File: src/common/pmta_defines.vh
`ifndef PMTA_DEFINES_VH
`define PMTA_DEFINES_VH
`define PMTA_ROW_WORDS 32
`define PMTA_ROW_AW 5
`define PMTA_KEY1 8'h55
`define PMTA_KEY2 8'hAA
`define PMTA_CFG_BIT 7
`define PMTA_VIS_BIT 2
`define PMTA_OP_ROW1 6'h18
`define PMTA_OP_ROW2 6'h19
`define PMTA_OP_ROW4 6'h1A
`define PMTA_CTL_WR 15
`define PMTA_CTL_WREN 14
`define PMTA_CTL_ERASE 6
`define PMTA_TBLWR_CYC 2
`define PMTA_FLASH_TIME_NS 2000
`define PMTA_CLK_NS 4
`define PMTA_FLASH_CYC (`PMTA_FLASH_TIME_NS / `PMTA_CLK_NS)
`endif

File: src/logic/pmta_access_unit.v
`timescale 1ns/100ps
`default_nettype none
`include "pmta_defines.vh"
module pmta_access_unit #(
   parameter FLASH_CYC = `PMTA_FLASH_CYC,
   parameter CFG_IMPL_BASE = 16'h0000,
   parameter CFG_IMPL_SIZE = 16'h0004
) (
   input wire mclk,
   input wire reset,
   // Table port
   input wire tblReq,
   input wire tblWrite,
   input wire tblHigh,
   input wire tblByte,
   input wire [7:0] tablePageReg,
   input wire [15:0] tblEa,
   input wire [15:0] tblWrData,
   // Data-space port
   input wire dataReq,
   input wire [15:0] dataEa,
   input wire [15:0] coreControlReg,
   input wire [7:0] windowPageReg,
   input wire moveInstr,
   input wire inRepeat,
   input wire repFirst,
   input wire repLast,
   input wire repIrqEdge,
   // Flash control
   input wire keyWrite,
   input wire [7:0] keyData,
   input wire ctlWrite,
   input wire [15:0] ctlData,
   // Flash array side
   input wire [23:0] arrayRdData,
   input wire arrayBusy,
   output reg arrayRdEn_r,
   output reg [23:0] arrayAddr_r,
   output reg arrayProg_r,
   output reg arrayErase_r,
   output reg [23:0] arrayWrData_r,
   // Answers
   output reg tblDone_r,
   output reg [15:0] tblRdData_r,
   output reg tblRefused_r,
   output reg windowHit_r,
   output reg [1:0] extraCycles_r,
   output reg [15:0] windowData_r,
   output reg [15:0] flashControlReg_r,
   output reg stall_r
);
   localparam ST_IDLE = 3'h0;
   localparam ST_TRD = 3'h1;
   localparam ST_TWR = 3'h2;
   localparam ST_FLASH = 3'h3;
   localparam ST_WIN = 3'h4;

   reg [2:0] state_r;
   reg [2:0] state_nxt;
   reg keyStage_r;
   reg unlocked_r;
   reg [31:0] timer_r;
   reg [4:0] rowPtr_r;
   reg [23:0] opAddr_r;
   reg opHigh_r;
   reg opByte_r;
   reg opBs_r;
   wire [15:0] rdFmt;

   // -----------------------------------------------------------------
   // Address formation
   // -----------------------------------------------------------------
   wire [23:0] tblAddr = {tablePageReg, tblEa};
   wire cfgSpace = tablePageReg[`PMTA_CFG_BIT];
   wire cfgImpl = (tblEa >= CFG_IMPL_BASE) && (tblEa < CFG_IMPL_BASE + CFG_IMPL_SIZE);
   // Word address bit 0 is byte select; the program word is addressed by two
   wire [23:0] tblWordAddr = {tblAddr[23:1], 1'b0};
   wire tableBusy = (state_r == ST_TRD) || (state_r == ST_TWR);
   wire winReq = dataReq && dataEa[15] && coreControlReg[`PMTA_VIS_BIT] && !tableBusy;
   wire [23:0] winAddr = {1'b0, windowPageReg, dataEa[14:0]};
   wire [5:0] flashOp = flashControlReg_r[5:0];
   wire opValid = (flashOp == `PMTA_OP_ROW1) || (flashOp == `PMTA_OP_ROW2) || (flashOp == `PMTA_OP_ROW4);
   wire [23:0] latchWord;
   wire latchLoaded;
   // Configuration-space writes never reach a latch
   wire latchWr = (state_r == ST_TWR) && (timer_r == 32'h0) && !opAddr_r[23];

   pmta_read_format uFmt (
      .progWord(arrayRdData),
      .highSel(opHigh_r),
      .byteMode(opByte_r),
      .byteSel(opBs_r),
      .dataOut(rdFmt)
   );

   // Writes go to latches only, never to the array directly
   pmta_latch_bank #(.WORDS(`PMTA_ROW_WORDS), .AW(`PMTA_ROW_AW)) uLatch (
      .mclk(mclk),
      .reset(reset),
      .clearAll(state_r == ST_FLASH && state_nxt == ST_IDLE),
      .wrEn(latchWr),
      .wrIdx(opAddr_r[5:1]),
      .wrHigh(opHigh_r),
      .byteMode(opByte_r),
      .byteSel(opBs_r),
      .wrData(tblWrData),
      .rdIdx(rowPtr_r),
      .rdWord(latchWord),
      .rdLoaded(latchLoaded)
   );

   // Row count per erase size, erase base aligned on block size
   function [23:0] alignBase;
      input [23:0] a;
      input [1:0] sz;
      reg [23:0] rowNum;
      reg [23:0] unitRows;
      begin
         rowNum = a / 24'd64;
         unitRows = (sz == 2'b10) ? 24'd4 : ((sz == 2'b01) ? 24'd2 : 24'd1);
         alignBase = (rowNum - (rowNum % unitRows)) * 24'd64;
      end
   endfunction

   // -----------------------------------------------------------------
   // State machine
   // -----------------------------------------------------------------
   always @* begin
      state_nxt = state_r;
      case (state_r)
         ST_IDLE: begin
            if (flashControlReg_r[`PMTA_CTL_WR])
               state_nxt = ST_FLASH;
            else if (tblReq && tblWrite)
               state_nxt = ST_TWR;
            else if (tblReq)
               state_nxt = ST_TRD;
            else if (winReq)
               state_nxt = ST_WIN;
         end
         ST_TRD: state_nxt = ST_IDLE;
         ST_TWR: if (timer_r == 32'h0) state_nxt = ST_IDLE;
         ST_WIN: state_nxt = ST_IDLE;
         ST_FLASH: if (timer_r == 32'h0 && !arrayBusy) state_nxt = ST_IDLE;
         default: state_nxt = ST_IDLE;
      endcase
   end

   always @(posedge mclk or posedge reset) begin
      if (reset) begin
         state_r <= ST_IDLE;
         keyStage_r <= 1'b0;
         unlocked_r <= 1'b0;
         timer_r <= 32'h0;
         rowPtr_r <= 5'h00;
         opAddr_r <= 24'h000000;
         opHigh_r <= 1'b0;
         opByte_r <= 1'b0;
         opBs_r <= 1'b0;
         arrayRdEn_r <= 1'b0;
         arrayAddr_r <= 24'h000000;
         arrayProg_r <= 1'b0;
         arrayErase_r <= 1'b0;
         arrayWrData_r <= 24'h000000;
         tblDone_r <= 1'b0;
         tblRdData_r <= 16'h0000;
         tblRefused_r <= 1'b0;
         windowHit_r <= 1'b0;
         extraCycles_r <= 2'h0;
         windowData_r <= 16'h0000;
         flashControlReg_r <= 16'h0000;
         stall_r <= 1'b0;
      end else begin
         state_r <= state_nxt;
         tblDone_r <= 1'b0;
         tblRefused_r <= 1'b0;
         windowHit_r <= 1'b0;
         arrayRdEn_r <= 1'b0;
         arrayProg_r <= 1'b0;
         arrayErase_r <= 1'b0;
         // Unlock keys may be spaced by idle cycles; a control, table or data request between them cancels the first
         if (keyWrite) begin
            keyStage_r <= (keyData == `PMTA_KEY1);
            unlocked_r <= keyStage_r && (keyData == `PMTA_KEY2);
         end else if (ctlWrite || tblReq || dataReq) begin
            keyStage_r <= 1'b0;
         end
         if (ctlWrite && state_r != ST_FLASH) begin
            flashControlReg_r[14:0] <= {ctlData[14:12], 5'h00, ctlData[6:0]};
            // Write start only honoured after unlock and with enable
            if (ctlData[`PMTA_CTL_WR] && unlocked_r && ctlData[`PMTA_CTL_WREN]) begin
               flashControlReg_r[`PMTA_CTL_WR] <= 1'b1;
               unlocked_r <= 1'b0;
            end
         end
         case (state_r)
            ST_IDLE: begin
               if (flashControlReg_r[`PMTA_CTL_WR]) begin
                  stall_r <= 1'b1;
                  timer_r <= FLASH_CYC - 1;
                  rowPtr_r <= 5'h00;
               end else if (tblReq) begin
                  opAddr_r <= tblWordAddr;
                  opHigh_r <= tblHigh;
                  opByte_r <= tblByte;
                  opBs_r <= tblEa[0];
                  if (tblWrite) begin
                     timer_r <= `PMTA_TBLWR_CYC - 1;
                  end else if (!cfgSpace || cfgImpl) begin
                     arrayRdEn_r <= 1'b1;
                     arrayAddr_r <= tblWordAddr;
                  end
               end else if (winReq) begin
                  arrayRdEn_r <= 1'b1;
                  arrayAddr_r <= winAddr;
                  if (!inRepeat)
                     extraCycles_r <= moveInstr ? 2'h1 : 2'h2;
                  else if (repFirst || repLast || repIrqEdge)
                     extraCycles_r <= 2'h2;
                  else
                     extraCycles_r <= 2'h1;
               end
            end
            ST_TRD: begin
               tblDone_r <= 1'b1;
               if (opAddr_r[23] && !(opAddr_r[15:0] >= CFG_IMPL_BASE && opAddr_r[15:0] < CFG_IMPL_BASE + CFG_IMPL_SIZE)) begin
                  tblRdData_r <= 16'h0000;
                  tblRefused_r <= 1'b1;
               end else
                  tblRdData_r <= rdFmt;
            end
            ST_TWR: begin
               if (timer_r != 32'h0)
                  timer_r <= timer_r - 32'h1;
               else begin
                  tblDone_r <= 1'b1;
                  tblRefused_r <= opAddr_r[23];
               end
            end
            ST_WIN: begin
               windowHit_r <= 1'b1;
               windowData_r <= arrayRdData[15:0];
            end
            ST_FLASH: begin
               if (timer_r != 32'h0)
                  timer_r <= timer_r - 32'h1;
               if (flashControlReg_r[`PMTA_CTL_ERASE] && timer_r == FLASH_CYC - 1) begin
                  if (opValid) begin
                     arrayErase_r <= 1'b1;
                     arrayAddr_r <= alignBase(opAddr_r, flashOp[1:0]);
                  end
               end else if (!flashControlReg_r[`PMTA_CTL_ERASE] && flashOp == `PMTA_OP_ROW1) begin
                  // Unloaded latches are skipped, single words allowed
                  // One pass over the row only, else the last latch repeats
                  if (latchLoaded && timer_r > FLASH_CYC - 33) begin
                     arrayProg_r <= 1'b1;
                     arrayAddr_r <= {alignBase(opAddr_r, 2'b00) + {18'h0, rowPtr_r, 1'b0}};
                     arrayWrData_r <= latchWord;
                  end
                  if (rowPtr_r != 5'h1F)
                     rowPtr_r <= rowPtr_r + 5'h01;
               end
               if (state_nxt == ST_IDLE) begin
                  flashControlReg_r[`PMTA_CTL_WR] <= 1'b0;
                  stall_r <= 1'b0;
               end
            end
            default: ;
         endcase
      end
   end
endmodule // pmta_access_unit
`default_nettype wire

File: src/logic/pmta_latch_bank.v
`timescale 1ns/100ps
`default_nettype none
`include "pmta_defines.vh"
module pmta_latch_bank #(
   parameter WORDS = `PMTA_ROW_WORDS,
   parameter AW = `PMTA_ROW_AW
) (
   input wire mclk,
   input wire reset,
   input wire clearAll,
   input wire wrEn,
   input wire [AW-1:0] wrIdx,
   input wire wrHigh,
   input wire byteMode,
   input wire byteSel,
   input wire [15:0] wrData,
   input wire [AW-1:0] rdIdx,
   output wire [23:0] rdWord,
   output wire rdLoaded
);
   wire [23:0] words [0:WORDS-1];
   wire [WORDS-1:0] loaded;
   genvar g;
   generate
      for (g = 0; g < WORDS; g = g + 1) begin : gLatch
         reg [23:0] word_r;
         reg loaded_r;
         localparam [AW-1:0] IDX = g;
         wire hit = wrEn && (wrIdx == IDX);
         always @(posedge mclk or posedge reset) begin
            if (reset) begin
               word_r <= 24'hFFFFFF;
               loaded_r <= 1'b0;
            end else if (clearAll) begin
               word_r <= 24'hFFFFFF;
               loaded_r <= 1'b0;
            end else if (hit) begin
               // Any order, last write wins
               loaded_r <= 1'b1;
               if (wrHigh) begin
                  if (!(byteMode && byteSel))
                     word_r[23:16] <= wrData[7:0];
               end else if (!byteMode)
                  word_r[15:0] <= wrData;
               else if (byteSel)
                  word_r[15:8] <= wrData[7:0];
               else
                  word_r[7:0] <= wrData[7:0];
            end
         end
         assign words[g] = word_r;
         assign loaded[g] = loaded_r;
      end
   endgenerate
   assign rdWord = words[rdIdx];
   assign rdLoaded = loaded[rdIdx];
endmodule // pmta_latch_bank
`default_nettype wire

File: src/logic/pmta_read_format.v
`timescale 1ns/100ps
`default_nettype none
module pmta_read_format (
   input wire [23:0] progWord,
   input wire highSel,
   input wire byteMode,
   input wire byteSel,
   output reg [15:0] dataOut
);
   always @* begin
      if (!highSel) begin
         if (!byteMode)
            dataOut = progWord[15:0];
         else if (byteSel)
            dataOut = {8'h00, progWord[15:8]};
         else
            dataOut = {8'h00, progWord[7:0]};
      end else begin
         if (byteMode && byteSel)
            dataOut = 16'h0000;
         else
            dataOut = {8'h00, progWord[23:16]};
      end
   end
endmodule // pmta_read_format
`default_nettype wire

File: config.mk
export PLATFORM = sky130hd
export DESIGN_NAME = pmta_access_unit
export DESIGN_NICKNAME = d
export VERILOG_FILES = /design/src/logic/pmta_access_unit.v /design/src/logic/pmta_latch_bank.v /design/src/logic/pmta_read_format.v
export VERILOG_INCLUDE_DIRS = /design/src /design/src/common
export SDC_FILE = /design/constraint.sdc
export NUM_CORES = 2
export LEC_CHECK = 0
export BUFFER_PORTS_ARGS = -buffer_cell sky130_fd_sc_hd__buf_2
export CORE_MARGIN = 2
export CORE_UTILIZATION = 30
export CTS_BUF_LIST = sky130_fd_sc_hd__clkbuf_4 sky130_fd_sc_hd__clkbuf_8
export DETAILED_ROUTE_END_ITERATION = 8
export PLACE_DENSITY = 0.46
export RECOVER_POWER = 50
export SLEW_MARGIN = 10
export SYNTH_ARGS = -nofsm -noshare
export SYNTH_HDL_FRONTEND = slang
export SYNTH_HIERARCHICAL = 1
export SYNTH_SLANG_ARGS = --single-unit
File: constraint.sdc
create_clock -name mclk -period 64.2 [get_ports mclk]
set_input_delay 12.84 -clock mclk [delete_from_list [all_inputs] [get_ports mclk]]
set_output_delay 12.84 -clock mclk [all_outputs]
set_load 0.02 [all_outputs]
==> Implementation_results.wiki <==
{| class="wikitable"
! Metric !! Value
|-
| Maximum buffer depth of the clock tree || 3
|-
| Number of buffers added to fix hold violations after cts || 0
|-
| CTS tree || built
|-
| Count of max-cap constraint violations || 35
|-
| Post-route setup TNS || 0 ps
|-
| Yosys synthesis warning count || 6
|-
| Final setup violating endpoints || 0
|-
| Overall die area || between 0.15 and 0.2 mm²
|-
| Clock insertion delay at the later pin of the skew report || approximately 900 ps
|-
| Worst R2R Start || flashControlReg_r[0]
|-
| Most used DFF post-synth || dfstp_2
|-
| Share of synthesized flip-flops with an asynchronous set or reset || 100%
|-
| Outcome || complete, but fails checks
|-
| Final Util || 33.7%
|-
| Failing checks || capacitance limit, slew limit
|-
| Final WS setup || between 6000 and 7000 ps
|-
| Worst Setup Slack post-DPL || about 7400 ps
|-
| Kind of end point of the critical path || flop
|-
| Crit path buffers/inverters || 9
|-
| Drt pass-1 iters || 5
|-
| Clock tree skew after final layout || roughly 57 ps
|-
| Worst hold start || uLatch/gLatch[4].word_r[1]
|-
| Initial antenna violation count || 5
|-
| First-pass GRT wire length || roughly 270000 µm
|-
| Final period util || between 80% and 90%
|-
| Total global-route track usage || between 10% and 20%
|-
| Number of resized instances in the post-cts repair step || 0
|-
| Count of state elements after synthesis || slightly below 1000
|-
| Total I/O pin count || around 250
|-
| Part of the Yosys area used for sequential elements || between 40% and 50%
|-
| CTS sink cnt || roughly 970
|-
| Cell seen most often among critical-path stages || ha_1
|-
| Final routed wirelength across all metal layers || roughly 170000 µm
|-
| Total overflow reported by the global router || 0
|-
| Initial standard-cell utilization of the core || between 30% and 40%
|-
| Slew at the pin closest to its max-slew limit || ~8600 ps
|-
| Mean instance size in the synthesized netlist || about 9.2 µm²
|-
| Number of DRC markers in iteration 0 || between 2000 and 3000
|-
| Post-placement cell count || around 8500
|-
| Upper clock frequency limit || approximately 17 MHz
|-
| Critical path startpoint || flashControlReg_r[0]
|-
| Family with the most delay on the worst path || simple AND/OR/NAND/NOR gates
|-
| Area Overhead vs Synth || 11.8%
|-
| Final Hold Viols || 0
|-
| Yosys top cell by area || dfstp_2
|-
| Placeable core region || about 0.19 mm²
|-
| Per-cell via count in the routed design || around 5
|-
| Per-cell routed wire length || just under 20 µm
|-
| Synth area leaders || dfstp_2 36%, dfrtp_1 8.9%, mux2i_1 8.1%, nand2_1 6.7%, o21ai_0 5.9%
|-
| Startpoint-to-endpoint class of the critical path || flop to flop
|-
| Kind of path behind the tightest hold check || flop to flop
|-
| Maximum fanout count along the critical path || 23
|-
| Setup repair after global routing missed its margin || no
|-
| Number of nets in the finished design || 6458
|-
| Critical path required time || 64980 ps
|-
| Layout cell share with drive strength beyond 1 || between 20% and 30%
|-
| Arr. time, crit path || just under 60000 ps
|-
| H-tree depth || 4
|-
| Drt drc || 0
|-
| Post-CTS setup buffer count || 0
|-
| Horizontal die dimension || between 400 and 500 µm
|-
| Synth top area share || 35.8%
|-
| Area of the mapped netlist || ~0.056 mm²
|-
| Count of distinct cell types in the synthesized netlist || approximately 130
|-
| Remaining number of nets flagged by the antenna check after routing || 0
|-
| Shortest period the worst path allows || around 57000 ps
|-
| CTS Root Buffer Type || clkbuf_8
|-
| Maximum number of pins on one net before global-route repair || between 150 and 200
|-
| Number of standard cells after synthesis || around 6100
|-
| Critical Path Slowest Stage Cell || nor4_1
|-
| Slowest cell delay on critical path || just under 900 ps
|-
| Number of buffers created by CTS || approximately 180
|-
| Number of placement rows || ~160
|-
| Final cell count without fillers || 8854
|-
| Post-detailed-placement half-perimeter wirelength || roughly 120000 µm
|-
| Die Span Y || approximately 440 µm
|-
| CTS clock-pin slew for the worst setup and hold paths || about 60 ps
|-
| Number of global-route vias before repair || 44793
|-
| Post-synth EDFFs || 0
|-
| Vias || ~45000
|-
| Worst rel slew slack || -474%
|-
| Buffers on Ports || 222
|-
| Placer Congestion || 0.853
|-
| Critical Path Source Type || flop
|-
| Fin. max-slew vios || between 1500 and 2000
|}
[cell usage after synthesis (21+ instances only)]
| library cell | instances |
|---|---|
| o211ai_1 | 34 |
| a211oi_1 | 42 |
| or3_1 | 36 |
| nand3_1 | 165 |
| dfstp_2 | 768 |
| and2_1 | 33 |
| nor4_1 | 48 |
| buf_1 | 21 |
| o21ai_0 | 666 |
| xnor2_1 | 77 |
| nand4_1 | 25 |
| xor2_1 | 37 |
| clkbuf_1 | 200 |
| o21ai_2 | 63 |
| mux2_2 | 86 |
| o21a_1 | 61 |
| inv_1 | 55 |
| a21o_1 | 34 |
| or2_2 | 31 |
| nor3_1 | 130 |
| a22o_1 | 67 |
| a22oi_1 | 80 |
| nor2b_1 | 36 |
| nor2_1 | 454 |
| o21ai_1 | 94 |
| ha_1 | 94 |
| a21oi_1 | 339 |
| nand2b_1 | 39 |
| dfrtp_1 | 200 |
| and3_1 | 35 |
| o21bai_1 | 26 |
| mux2i_1 | 457 |
| buf_2 | 132 |
| buf_6 | 22 |
| a31oi_1 | 55 |
| nand2_1 | 1006 |
[through the flow]
step | area [µm²] | hold WS [ps]
2_1_floorplan | 56500 | 442
3_3_place_gp | 59600 | 450
3_5_place_dp | 59600 | 456
4_1_cts | 63500 | 464
5_1_grt | 63100 | 478
6_report | 63100 | 462
[kinds of logic (layout without fill, tap and decap cells)]
family / count (synthesis) / in the layout / synth area share (%)
and+or+nand+nor: 2166 / 2166 / 17.7
buffers and inverters: 443 / 661 / 3.61
adders and majority gates: 96 / 96 / 2.16
xor gates and xnor gates: 114 / 114 / 1.77
other: 1 / 12 / 0.00665
muxes: 555 / 555 / 10.1
DFF: 968 / 968 / 44.6
AOI/OAI and AO/OA: 1787 / 1787 / 19.9
[flip-flops by register name, indices dropped and copies added, names as in the netlist, 2 cells and up]
register and count:
uLatch/gLatch.word_r 768, timer_r 32, uLatch/gLatch.loaded_r 32, arrayAddr_r 24, arrayWrData_r 24, opAddr_r 23, tblRdData_r 16, windowData_r 16
flashControlReg_r 11, rowPtr_r 5, state_r 3, extraCycles_r 2
[layer usage]
layer | global-route usage [%] | routed length [µm] | up-vias
met5 | 0 | 45 | -
met2 | 29.7 | 82200 | 608
li1 | - | - | 22177
met3 | 2.19 | 4600 | 208
met1 | 24.0 | 81500 | 21954
met4 | 4.56 | 3260 | 6
[tightest hold or removal path, stage by stage (launching register included)]
cell	delay [ps]
dfstp_2	360
nand2_1	40
o21ai_1	50
[layout make-up]
| cell class | instances | area, µm² |
|---|---|---|
| diodes | 1 | 2.50 |
| clock buffers | 291 | 3590 |
| clock inverters | 25 | 283 |
| fillers | 19674 | 124000 |
| inverters | 56 | 213 |
| multi-input cells | 4729 | 29300 |
| flip-flops and latches | 968 | 25200 |
| well taps | 2495 | 3120 |
| repair buffers | 289 | 1370 |
[layout by cell type, fill, tap and decap left out, types with 25 or more instances in the layout]
master,Yosys,routed
clkbuf_4,0,66
nor2_1,454,445
a21oi_1,339,338
o21ai_0,666,690
nor2b_1,36,35
o21ai_2,63,53
buf_2,132,110
and2_1,33,27
a22oi_1,80,80
a22o_1,67,67
nor3_1,130,130
dfrtp_1,200,198
clkbuf_8,0,225
a211oi_1,42,39
or3_1,36,36
nand3_1,165,165
nor4_1,48,48
buf_4,12,34
o21bai_1,26,27
nand4_1,25,25
nand2_1,1006,1006
or2_2,31,30
and3_1,35,35
xnor2_1,77,77
inv_1,55,54
nand2b_1,39,39
mux2_2,86,86
o21a_1,61,61
dfstp_2,768,768
clkbuf_1,200,144
mux2i_1,457,457
a21o_1,34,34
o21ai_1,94,80
ha_1,94,94
o211ai_1,34,34
xor2_1,37,37
a31oi_1,55,55
[path summary, 6_finish.rpt]
path / endpoint / slack [ps] / cells past startpoint
max: arrayAddr_r[22] / 6990 / 215
min: uLatch/gLatch[4].word_r[1] / 460 / 2
max reg2reg: arrayAddr_r[22] / 6990 / 215
min reg2reg: uLatch/gLatch[4].word_r[1] / 460 / 2
max in group asynchronous: uLatch/gLatch[26].loaded_r / 34200 / 4
min in group asynchronous: windowData_r[4] / 13180 / 2
Power is not shown: default switching activity piles up to over one toggle a cycle in this logic, so the estimate is an artifact.
